## config.mk

```make
export PLATFORM = sky130hd
export DESIGN_NAME = burner_test_hold
export DESIGN_NICKNAME = d
export VERILOG_FILES = /design/src/hdl/burner_pkg.sv /design/src/hdl/burner_test_hold.sv /design/src/hdl/ms_timer.sv
export SDC_FILE = /design/constraint.sdc
export NUM_CORES = 1
export LEC_CHECK = 0
export BUFFER_PORTS_ARGS = -buffer_cell sky130_fd_sc_hd__buf_2
export CORE_MARGIN = 1.5
export CORE_UTILIZATION = 43
export CTS_CLUSTER_SIZE = 25
export DETAILED_ROUTE_END_ITERATION = 10
export GPL_ROUTABILITY_DRIVEN = 0
export PLACE_DENSITY = 0.75
export SLEW_MARGIN = 15
export SYNTH_ARGS = -nofsm -noshare
export SYNTH_HDL_FRONTEND = slang
export SYNTH_HIERARCHICAL = 1
export SYNTH_SLANG_ARGS = --single-unit
```

## constraint.sdc

```tcl
create_clock -name aclk -period 4.9 [get_ports aclk]
set_input_delay 0 -clock aclk [delete_from_list [all_inputs] [get_ports aclk]]
set_output_delay 0 -clock aclk [all_outputs]
set_load 0.05 [all_outputs]
```

## src/hdl/burner_pkg.sv

```systemverilog
package burner_pkg;

	// sequencer phases reported by the burner sequencer
	typedef enum logic [2:0] {
		PH_IDLE,
		PH_DRIVE_HIGH,
		PH_PURGE,
		PH_DRIVE_LOW,
		PH_PILOT_FLAME_ESTABLISH_PERIOD,
		PH_RUN
	} phase_t;

	// hold state of the test logic
	typedef enum logic {
		HS_FREE,
		HS_HELD
	} hold_t;

	// timing, in its own units
	localparam int CLK_PERIOD_NS   = 10;
	localparam int MS_NS           = 1000000;
	localparam int MS_CYCLES       = MS_NS / CLK_PERIOD_NS;
	localparam int PILOT_FLAME_ESTABLISH_PERIOD_LONG_HOLD_MS  = 8000;
	localparam int PILOT_FLAME_ESTABLISH_PERIOD_SHORT_HOLD_MS = 3000;
	localparam int FLAMEOUT_MS     = 15000;
	localparam int MS_W            = 16;

	// register map, byte addresses
	localparam int          ADDR_W      = 8;
	localparam logic [7:0]  ADDR_STATUS = 8'h00;
	localparam logic [7:0]  ADDR_MASK   = 8'h04;
	localparam logic [7:0]  ADDR_STATE  = 8'h08;
	localparam logic [7:0]  ADDR_KEY    = 8'h0c;
	localparam logic [7:0]  ADDR_ITEM   = 8'h10;

	// status and mask bit positions
	localparam int ST_W        = 4;
	localparam int ST_HOLD_ON  = 0;
	localparam int ST_HOLD_OFF = 1;
	localparam int ST_FLAMEOUT = 2;
	localparam int ST_ANN_CHG  = 3;

	// key bits
	localparam int KEY_NEXT = 0;
	localparam int KEY_PREV = 1;

	// annunciator items
	localparam int         N_TERMINALS  = 19;
	localparam int         ITEM_W       = 5;
	localparam logic [4:0] N_TERM_ITEMS = 5'h14;
	localparam logic [4:0] ITEM_FAULT   = 5'h14;
	localparam logic [4:0] ITEM_REV     = 5'h15;
	localparam logic [4:0] ITEM_LAST    = 5'h15;
	localparam logic [4:0] TERM_BASE    = 5'h04;
	// terminal number shown by each status item, in browsing order
	localparam logic [4:0] TERM_NUM [20] = '{
		5'h04, 5'h05, 5'h06, 5'h07, 5'h08, 5'h09, 5'h0a, 5'h0b, 5'h0c, 5'h0d,
		5'h0e, 5'h0f, 5'h10, 5'h13, 5'h11, 5'h12, 5'h13, 5'h14, 5'h15, 5'h16
	};

	localparam logic [1:0] RESP_OKAY   = 2'h0;
	localparam logic [1:0] RESP_SLVERR = 2'h2;

endpackage : burner_pkg

```

## src/hdl/burner_test_hold.sv

```systemverilog
`timescale 1ns/1ps
// Summary of operation
// - annunciator absent: show a single fixed not-connected item instead of status items
// - annunciator present: one item per monitored terminal, two for T19, each a 1 or 0 value
// - valve closure on T4, burner switch on T5, operating control on T6
// - auxiliary limits T7, T8, T11; low water cutoff T9; high limit T10
// - oil select and oil pressure/temperature on T12 to T16; atomizing on T19
// - gas select T17, high gas T18, low gas T19, airflow T20, interlocks T21, T22
// - fault code item and software revision item follow the terminal items
// - annunciator items are browsed with the same next and previous keys
// - test in drive to high fire holds prepurge with motor at high fire
// - test in timed prepurge freezes the purge timer, motor stays at high fire
// - test in drive to low fire holds prepurge with motor at low fire
// - test stops pilot timer only in first 8 of 10 s or 3 of 4 s
// - while pilot period is held, a fifteen second flame-loss timer runs
// - test is ignored in pilot period when pilot and main outputs are strapped
// - test in run drives the firing-rate motor to low fire
// - after test is switched off, the sequence continues with no further hold
module burner_test_hold #(
	parameter int MS_CYCLES = burner_pkg::MS_CYCLES
) (
	// clock and reset
	input  wire logic                  aclk,
	input  wire logic                  aresetn,
	// axi4-lite write address
	input  wire logic [7:0]            s_axi_awaddr,
	input  wire logic                  s_axi_awvalid,
	output logic                       s_axi_awready,
	// axi4-lite write data
	input  wire logic [31:0]           s_axi_wdata,
	input  wire logic [3:0]            s_axi_wstrb,
	input  wire logic                  s_axi_wvalid,
	output logic                       s_axi_wready,
	// axi4-lite write response
	output logic [1:0]                 s_axi_bresp,
	output logic                       s_axi_bvalid,
	input  wire logic                  s_axi_bready,
	// axi4-lite read address
	input  wire logic [7:0]            s_axi_araddr,
	input  wire logic                  s_axi_arvalid,
	output logic                       s_axi_arready,
	// axi4-lite read data
	output logic [31:0]                s_axi_rdata,
	output logic [1:0]                 s_axi_rresp,
	output logic                       s_axi_rvalid,
	input  wire logic                  s_axi_rready,
	// operator switch and sequencer
	input  wire logic                  test_switch,
	input  burner_pkg::phase_t         phase,
	input  wire logic                  pilot_flame_establish_period_long,
	input  wire logic                  pilot_main_strap_a,
	input  wire logic                  pilot_main_strap_b,
	input  wire logic                  flame_present,
	// sequencer and motor commands
	output logic                       sequence_hold,
	output logic                       purge_timer_run,
	output logic                       pilot_flame_establish_period_timer_run,
	output logic                       motor_force_high,
	output logic                       motor_force_low,
	output logic                       flameout_trip,
	// annunciator
	input  wire logic                  expansion_annunciator,
	input  wire logic [18:0]           terminal_state,
	input  wire logic [7:0]            ann_fault_code,
	input  wire logic [15:0]           ann_sw_revision,
	output logic [4:0]                 item_index,
	output logic [15:0]                item_value,
	output logic                       item_not_connected,
	// interrupt
	output logic                       irq
);

	typedef struct packed {
		logic                  awready;
		logic                  wready;
		logic                  aw_got;
		logic                  w_got;
		logic [7:0]            waddr;
		logic [31:0]           wdata;
		logic [3:0]            wstrb;
		logic                  bvalid;
		logic [1:0]            bresp;
		logic                  arready;
		logic                  rvalid;
		logic [31:0]           rdata;
		logic [1:0]            rresp;
		logic [3:0]            status;
		logic [3:0]            mask;
		logic                  irq;
		burner_pkg::hold_t     hold;
		logic                  motor_high;
		logic                  motor_low;
		logic                  purge_run;
		logic                  pilot_flame_establish_period_run;
		logic                  flameout;
		logic [4:0]            item_idx;
		logic [15:0]           item_value;
		logic                  item_nc;
		logic [18:0]           term_prev;
		logic                  ann_prev;
	} state_t;

	state_t q, d;

	logic [burner_pkg::MS_W-1:0] pilot_flame_establish_period_ms;
	logic [burner_pkg::MS_W-1:0] fo_ms;
	logic                        hold_point;
	logic                        held;
	logic                        pilot_flame_establish_period_count;
	logic                        fo_count;
	logic [burner_pkg::MS_W-1:0] pilot_flame_establish_period_limit;

	// elapsed pilot period time, frozen while held
	ms_timer #(.TICK_CYCLES(MS_CYCLES), .W(burner_pkg::MS_W)) u_pilot_flame_establish_period_timer (
		.aclk    (aclk),
		.aresetn (aresetn),
		.run     (pilot_flame_establish_period_count),
		.clear   (phase != burner_pkg::PH_PILOT_FLAME_ESTABLISH_PERIOD),
		.ms      (pilot_flame_establish_period_ms)
	);

	// flame-loss timer while the pilot period is held
	ms_timer #(.TICK_CYCLES(MS_CYCLES), .W(burner_pkg::MS_W)) u_flameout_timer (
		.aclk    (aclk),
		.aresetn (aresetn),
		.run     (fo_count),
		.clear   (!fo_count),
		.ms      (fo_ms)
	);

	// hold point of the current phase
	always_comb begin
		pilot_flame_establish_period_limit = pilot_flame_establish_period_long ? burner_pkg::MS_W'(burner_pkg::PILOT_FLAME_ESTABLISH_PERIOD_LONG_HOLD_MS)
			: burner_pkg::MS_W'(burner_pkg::PILOT_FLAME_ESTABLISH_PERIOD_SHORT_HOLD_MS);
		case (phase)
			burner_pkg::PH_DRIVE_HIGH: hold_point = 1'b1;
			burner_pkg::PH_PURGE:      hold_point = 1'b1;
			burner_pkg::PH_DRIVE_LOW:  hold_point = 1'b1;
			burner_pkg::PH_PILOT_FLAME_ESTABLISH_PERIOD:       hold_point = !(pilot_main_strap_a || pilot_main_strap_b)
				&& (pilot_flame_establish_period_ms < pilot_flame_establish_period_limit);
			default:                   hold_point = 1'b0;
		endcase
		held       = test_switch && hold_point;
		pilot_flame_establish_period_count = (phase == burner_pkg::PH_PILOT_FLAME_ESTABLISH_PERIOD) && !held;
		fo_count   = (phase == burner_pkg::PH_PILOT_FLAME_ESTABLISH_PERIOD) && held && !flame_present;
	end

	// next state of the whole block
	always_comb begin
		logic [3:0]  set;
		logic [3:0]  clr;
		logic [31:0] rd;
		logic [1:0]  rr;
		logic [4:0]  term_off;
		set      = 4'h0;
		clr      = 4'h0;
		rd       = 32'h0;
		rr       = burner_pkg::RESP_OKAY;
		term_off = 5'h0;
		d        = q;

		// hold tracking and motor commands
		if (held && q.hold == burner_pkg::HS_FREE) begin
			d.hold = burner_pkg::HS_HELD;
			set[burner_pkg::ST_HOLD_ON] = 1'b1;
		end else if (!held && q.hold == burner_pkg::HS_HELD) begin
			d.hold = burner_pkg::HS_FREE;
			set[burner_pkg::ST_HOLD_OFF] = 1'b1;
		end
		d.motor_high = test_switch && (phase == burner_pkg::PH_DRIVE_HIGH
			|| phase == burner_pkg::PH_PURGE);
		d.motor_low  = test_switch && (phase == burner_pkg::PH_DRIVE_LOW
			|| phase == burner_pkg::PH_RUN);
		d.purge_run  = (phase == burner_pkg::PH_PURGE) && !held;
		d.pilot_flame_establish_period_run   = pilot_flame_establish_period_count;
		// flameout trips at fifteen seconds without flame and holds for the period
		if (phase != burner_pkg::PH_PILOT_FLAME_ESTABLISH_PERIOD)
			d.flameout = 1'b0;
		else if (fo_ms >= burner_pkg::MS_W'(burner_pkg::FLAMEOUT_MS)) begin
			d.flameout = 1'b1;
			set[burner_pkg::ST_FLAMEOUT] = !q.flameout;
		end

		// annunciator change events
		d.term_prev = terminal_state;
		d.ann_prev  = expansion_annunciator;
		if (q.term_prev != terminal_state || q.ann_prev != expansion_annunciator)
			set[burner_pkg::ST_ANN_CHG] = 1'b1;

		// write channel: address and data in either order
		if (s_axi_awvalid && q.awready) begin
			d.aw_got = 1'b1;
			d.waddr  = s_axi_awaddr;
		end
		if (s_axi_wvalid && q.wready) begin
			d.w_got = 1'b1;
			d.wdata = s_axi_wdata;
			d.wstrb = s_axi_wstrb;
		end
		if (q.bvalid && s_axi_bready)
			d.bvalid = 1'b0;
		if (q.aw_got && q.w_got && !q.bvalid) begin
			d.aw_got = 1'b0;
			d.w_got  = 1'b0;
			d.bvalid = 1'b1;
			d.bresp  = burner_pkg::RESP_OKAY;
			if (q.waddr == burner_pkg::ADDR_MASK) begin
				if (q.wstrb[0])
					d.mask = q.wdata[3:0];
			end else if (q.waddr == burner_pkg::ADDR_KEY) begin
				// browsing keys, same as for ordinary second-line messages
				if (q.wstrb[0] && q.wdata[burner_pkg::KEY_NEXT] && expansion_annunciator)
					d.item_idx = (q.item_idx == burner_pkg::ITEM_LAST) ? 5'h0
						: q.item_idx + 5'h1;
				else if (q.wstrb[0] && q.wdata[burner_pkg::KEY_PREV] && expansion_annunciator)
					d.item_idx = (q.item_idx == 5'h0) ? burner_pkg::ITEM_LAST
						: q.item_idx - 5'h1;
			end else if (q.waddr == burner_pkg::ADDR_STATUS || q.waddr == burner_pkg::ADDR_STATE
				|| q.waddr == burner_pkg::ADDR_ITEM) begin
				d.bresp = burner_pkg::RESP_OKAY;                             // read-only, ignored
			end else begin
				d.bresp = burner_pkg::RESP_SLVERR;
			end
		end
		d.awready = !d.aw_got && !d.bvalid;
		d.wready  = !d.w_got && !d.bvalid;

		// read channel
		if (q.rvalid && s_axi_rready)
			d.rvalid = 1'b0;
		if (s_axi_arvalid && q.arready) begin
			if (s_axi_araddr == burner_pkg::ADDR_STATUS) begin
				rd  = {28'h0, q.status};
				clr = q.status;                                              // read clears
			end else if (s_axi_araddr == burner_pkg::ADDR_MASK) begin
				rd = {28'h0, q.mask};
			end else if (s_axi_araddr == burner_pkg::ADDR_STATE) begin
				rd = {21'h0, 3'(phase), 2'h0, q.flameout, expansion_annunciator,
					q.motor_low, q.motor_high, test_switch, q.hold == burner_pkg::HS_HELD};
			end else if (s_axi_araddr == burner_pkg::ADDR_KEY) begin
				rd = {27'h0, q.item_idx};
			end else if (s_axi_araddr == burner_pkg::ADDR_ITEM) begin
				rd = {q.item_value, 7'h0, q.item_nc, 3'h0, q.item_idx};
			end else begin
				rr = burner_pkg::RESP_SLVERR;
			end
			d.rvalid = 1'b1;
			d.rdata  = rd;
			d.rresp  = rr;
		end
		d.arready = !d.rvalid;

		// sticky status, a new event wins over the read clear
		d.status = (q.status & ~clr) | set;
		d.irq    = |(d.status & d.mask);

		// annunciator item shown on the display
		if (!expansion_annunciator) begin
			d.item_nc    = 1'b1;
			d.item_idx   = 5'h0;
			d.item_value = 16'h0;
		end else begin
			d.item_nc = 1'b0;
			if (q.item_idx < burner_pkg::N_TERM_ITEMS) begin
				term_off     = burner_pkg::TERM_NUM[q.item_idx] - burner_pkg::TERM_BASE;
				d.item_value = {15'h0, terminal_state[term_off]};
			end else if (q.item_idx == burner_pkg::ITEM_FAULT) begin
				d.item_value = {8'h0, ann_fault_code};
			end else begin
				d.item_value = ann_sw_revision;
			end
		end
	end

	// the single state register
	always_ff @(posedge aclk) begin
		if (!aresetn)
			q <= '0;
		else
			q <= d;
	end

	// outputs straight from flip-flops
	assign s_axi_awready      = q.awready;
	assign s_axi_wready       = q.wready;
	assign s_axi_bresp        = q.bresp;
	assign s_axi_bvalid       = q.bvalid;
	assign s_axi_arready      = q.arready;
	assign s_axi_rdata        = q.rdata;
	assign s_axi_rresp        = q.rresp;
	assign s_axi_rvalid       = q.rvalid;
	assign sequence_hold      = (q.hold == burner_pkg::HS_HELD);
	assign purge_timer_run    = q.purge_run;
	assign pilot_flame_establish_period_timer_run     = q.pilot_flame_establish_period_run;
	assign motor_force_high   = q.motor_high;
	assign motor_force_low    = q.motor_low;
	assign flameout_trip      = q.flameout;
	assign item_index         = q.item_idx;
	assign item_value         = q.item_value;
	assign item_not_connected = q.item_nc;
	assign irq                = q.irq;

	// checks
	localparam int FO_LIMIT = burner_pkg::FLAMEOUT_MS;
endmodule : burner_test_hold

```

## src/hdl/ms_timer.sv

```systemverilog
`timescale 1ns/1ps
// millisecond counter that can be frozen and cleared; saturates at full scale
module ms_timer #(
	parameter int TICK_CYCLES = burner_pkg::MS_CYCLES,
	parameter int W           = burner_pkg::MS_W
) (
	// clock and reset
	input  wire logic         aclk,
	input  wire logic         aresetn,
	// control
	input  wire logic         run,
	input  wire logic         clear,
	// elapsed milliseconds
	output logic [W-1:0]      ms
);

	typedef struct packed {
		logic [31:0]  pre;
		logic [W-1:0] ms;
	} tstate_t;

	tstate_t q, d;

	// prescale to milliseconds while running, hold when frozen
	always_comb begin
		d = q;
		if (clear) begin
			d.pre = 32'h0;
			d.ms  = '0;
		end else if (run) begin
			if (q.pre == 32'(TICK_CYCLES - 1)) begin
				d.pre = 32'h0;
				if (q.ms != {W{1'b1}})
					d.ms = q.ms + 1'b1;
			end else begin
				d.pre = q.pre + 32'h1;
			end
		end
	end

	always_ff @(posedge aclk) begin
		if (!aresetn)
			q <= '0;
		else
			q <= d;
	end

	assign ms = q.ms;

endmodule : ms_timer

```

* Yosys cells after proc, flatten, opt, wreduce, memory -nomap -nowiden
Memory sizes are Yosys's and may differ from the RTL's. Cells that the tools add are included.
Storage, ports and cells: memory bits (read-only) 160, flip-flop bits (word level) 209, output and inout port bits 70, logic and storage cells 179, memories 1
Memories:
- (no name shown) | depth 32, width 5, rd ports 1, clocked after memory_dff 0, write ports 0, RTL line burner_test_hold.sv:265 | term_off = burner_pkg::TERM_NUM[q.item_idx] - burner_pkg::TERM_BASE;
Cells by class: reductions and logical operators 54, $lt $le $gt $ge 5, equality and inequality tests 22, bitwise operators 10, $add $sub $neg 7, multiplexer cells 47
Operator list (number):
- 32-bit two-way mux | 6
- 32-bit by 1-bit adder with 32-bit output, second input constant | 2
- 32-bit by 17-bit equality test with 1-bit output, second input constant | 2
- 35-bit two-way mux | 1
- 16-bit by 1-bit adder with 16-bit output, second input constant | 2
- 8-bit by 4-bit equality test with 1-bit output, second input constant | 4
- 16-bit != test, second input constant | 2
- 5-bit two-way mux | 6
- 1-bit logical AND | 23
- 4-bit two-way mux | 5
- 19-bit != test | 1
- 2-bit two-way mux | 9
- 8-bit by 3-bit equality test with 1-bit output, second input constant | 2
- 8-bit by 5-bit equality test with 1-bit output, second input constant | 2
- 16-bit by 14-bit greater-or-equal comparator with 1-bit output, second input constant | 1
- 8-bit logical NOT | 2
- 16-bit by 13-bit less-than comparator with 1-bit output | 1
- 1-bit two-way mux | 15
- 13-bit two-way mux | 1
- 5-bit equality test, second input constant | 2
- 1-bit logical NOT | 9
- 3-bit OR reduction | 3
- 4-bit AND | 2
- 8-bit two-way mux | 1
- 26 further kinds | 41

* Depth between registers and ports, before layout
word-level depth 12, gate-level depth with buffers 16, depth with buffers taken out 12

* Modules after synthesis
Netlist, hierarchy kept.
Modules (own cells, without submodules):
- burner_test_hold | cells each 601, instances 1, area each 5188.7 sq um
- ms_timer | cells each 275, instances 2, area each 2342.2 sq um

* Worst setup path before layout
Ideal clock, no wire load.
path type reg2reg, start register u_pilot_flame_establish_period_timer.q, in the netlist u_pilot_flame_establish_period_timer/ms[4], end register u_flameout_timer.q, in the netlist u_flameout_timer/ms[13], data arrival time 3517 ps, buffers on the path 2, required time 4830 ps, cell stages (with the launch flop) 15, path slack 1312 ps, path through dfxtp_1 > buf_4 > ha_1 > o21a_1 > o21a_1 > o21a_1 > o21a_1 > o2111ai_1 > and3_1 > clkbuf_1 > nand4_1 > or4_1 > a311o_1 > or4_1 > a21oi_1
Between the ends: cells in the longest elaborated chain, start to end 7
RTL lines:
- start: declaration | RTL line ms_timer.sv:22 | tstate_t q, d;
- start signal: assignment | RTL line ms_timer.sv:43 | q <= '0;
- start signal: assignment | RTL line ms_timer.sv:45 | q <= d;
- 16-bit by 13-bit less-than comparator with 1-bit output | RTL line burner_test_hold.sv:140 | && (pilot_flame_establish_period_ms < pilot_flame_establish_period_limit);
- 1-bit logical AND | RTL line burner_test_hold.sv:140
- 1-bit one-hot mux with 2 select lines | RTL line burner_test_hold.sv:135 | case (phase)
- 1-bit logical AND | RTL line burner_test_hold.sv:143 | held = test_switch && hold_point;
- 1-bit logical AND (2 in a row) | RTL line burner_test_hold.sv:145 | fo_count = (phase == burner_pkg::PH_PILOT_FLAME_ESTABLISH_PERIOD) && held && !flame_present;
- net fo_count | RTL line burner_test_hold.sv:110 | logic fo_count;
- 2-bit AND reduction (no line)
- end signal: assignment | RTL line ms_timer.sv:43
- end signal: assignment | RTL line ms_timer.sv:45
- end: declaration | RTL line ms_timer.sv:22
The timed path passes the listed nets, and every way through them passes these cells. A chain may end at the register's enable or synchronous reset.

* Worst setup path in the final report
Same ends and word-level chain as after synthesis.

==> out/results.tsv <==
stage	metric	value	unit
critical_path	critPathMaxStageDelay	0.60	ns
clock_network	clockBufferDepth	2	
critical_path	startpoint	u_pilot_flame_establish_period_timer/ms[4]	
synth	yosysWarnings	6	
detailed_routing	wl_met2	11.3	mm
critical_path	crit_chain	ha_1 > o21a_1 > o21a_1 > o21a_1 > o21a_1 > o2111ai_1 > and3_1 > nand4_1 > or4_1 > a311o_1 > or4_1 > a21oi_1	
global_routing	grt.overflow.total	0	
cells_and_area	nets	1401	
clock_network	cts_resized	0	
sta	fin_skew	0.00990	ns
min_path	hp-start	s_axi_awvalid	
sta	fmax	244	MHz
sta	period_minus_slack	4.10	ns
detailed_routing	highest_layer	met5	
critical_path	crit_path_end_kind	flip-flop	
sta	finalHoldViolCount	0	
run	cap_violations	0	
sta	rsz0062_at_grt	false	
global_routing	grt_pass1_vias	7948	
sta	min_period_over_period	0.838	
clock_network	clock_sinks	200	
detailed_routing	drc	0	
detailed_routing	vias	8435	
floorplan	rows	55	
detailed_routing	drt-total-wl	23.4	mm
critical_path	worst-endpoint-required	5.26	ns
clock_network	clk_pin_slew	0.08	ns
sta	maxSlewHeadroom	0.237	
clock_network	post_cts_buffers	0	
clock_network	htreeDepth	4	
floorplan	fp.dieH	154	microns
detailed_routing	ant_nets	0	
detailed_routing	dr.pass1.iters	5	
detailed_routing	viasPerCell	5.38	
sta	setup_viol	0	
placed_design	dp_hpwl	15.6	mm
clock_network	numCtsBuffers	17	
synth	syn-mean-instance-area	8.58	sq um
placed_design	dp.cells	1456	
detailed_routing	met1_length	10.0	mm
critical_path	reg2reg_from	u_pilot_flame_establish_period_timer/ms[4]	
critical_path	critPathLaunchType	flip-flop	
critical_path	worstPathMaxFanout	24	
clock_network	postCtsHoldBufs	79	
power_and_ir_drop	p_per_area	285	mW/mm^2
clock_network	cts_root_buf	clkbuf_16	
cells_and_area	postLayoutCoreUtil	0.514	
detailed_routing	drt_iter0_markers	535	
cells_and_area	finalNonFillerCells	1568	
critical_path	arrival	4.47	ns
cells_and_area	area_growth	17.6	%
placed_design	place_ws	0.891	ns
global_routing	antenna_found_initial	2	
placed_design	io_buffers	140	
synth	syn_area	0.00983	sq mm
floorplan	die_x	154	microns
critical_path	slowest_stage	or4_1	
sta	worst_slew_pin_slew	1.14	ns
sta	fin_tns_setup	0	ns
detailed_routing	wl_met3	1.31	mm
global_routing	grt_first_pass_wirelength	38.0	mm
critical_path	critPathMostFrequentCell	o21a_1	
detailed_routing	wire_per_inst	14.9	microns
global_routing	grt_max_degree	48	
global_routing	grt.total_usage	0.195	
synth	postSynthCellCount	1145	
floorplan	initial_utilization	0.437	
power_and_ir_drop	p_leak	0.00455	uW
clock_network	cts_tree	built	
floorplan	ios	181	
sta	setup_ws	0.796	ns
outcome	status	complete, no violations	
floorplan	placeableCoreArea	0.0225	sq mm
sta	slew_viol_final	0	
clock_network	clkLatencyLatePin	0.44	ns
min_path	hold_class	input pin to flip-flop	
critical_path	criticalPathCategory	flip-flop to flip-flop	
floorplan	die-area	0.0238	sq mm
cells_and_area	fill_cells	2000	
power_and_ir_drop	ir_worst_vdd	0.000188	V
cells_and_area	final_layout_size_suffix_gt1_frac	0.158	
[worst paths after layout]
| check | endpoint | slack [ns] | cells past startpoint |
|---|---|---|---|
| worst min register to register | q[139] | 0.46 | 2 |
| worst max register to register | u_flameout_timer/ms[13] | 0.80 | 12 |
| worst min-delay path | q[139] | 0.04 | 4 |
| worst max-delay path | u_flameout_timer/ms[13] | 0.80 | 12 |
[worst max-delay path, delay by kind of cell (launching register included)]
kind,cells,cell delay [ns]
compound gates,7,1.75
simple gates,4,1.63
flops,1,0.39
fa+ha+maj,1,0.26
[registers in the layout (all words and copies together), names as in the netlist, 5 cells and up]
register	flops
item_index	5
item_value	16
q	43
s_axi_rdata	25
u_flameout_timer/ms	16
u_flameout_timer/q	32
u_pilot_flame_establish_period_timer/ms	16
u_pilot_flame_establish_period_timer/q	32
[cell usage in the layout (no fill, tap or decap), types with 9 or more instances in the layout]
cell type	instances
nand4_1	38
xor2_1	61
or4_1	19
nand2_1	103
conb_1	9
nand3_1	47
and3_1	18
dfxtp_1	200
and4_1	16
a22oi_1	23
and2_1	41
dlygate4sd3_1	79
nor2_1	131
nor3_1	14
nor4_1	17
buf_2	140
o21ai_0	25
xnor2_1	26
clkbuf_16	17
inv_1	16
a21oi_1	67
or3_1	13
ha_1	21
mux2i_1	14
[routing by layer]
layer	GRT usage	up-vias
met5	0	-
met4	0.0952	2
met3	0.0440	47
met2	0.339	246
met1	0.228	3951
li1	-	4189
[through the flow]
| step | cell area, sq um | hold slack (ns) | power [uW] |
|---|---|---|---|
| floorplan | 9860 | 0.118 | 1820 |
| global placement | 10200 | 0.207 | 1880 |
| detailed placement | 10200 | 0.203 | 1880 |
| CTS | 11600 | 0.00155 | 3320 |
| global route | 11600 | 0.0608 | 3410 |
| finish | 11600 | 0.0446 | 3300 |
[cell type report]
class,instances,area (sq um),share of cell area
clock buffer,17,425,0.0368
inverter,16,60.1,0.00520
sequential,200,4000,0.346
timing repair buffer,226,1540,0.134
antenna,1,2.50,0.000217
multi-input combinational,808,4990,0.432
tap,285,357,0.0309
clock inverter,15,173,0.0149
[report_power, final]
part	switching [uW]	internal, uW
Sequential	15.9	1650
Clock	712	692
Combinational	129	101
(Power assumes the default switching activity.)
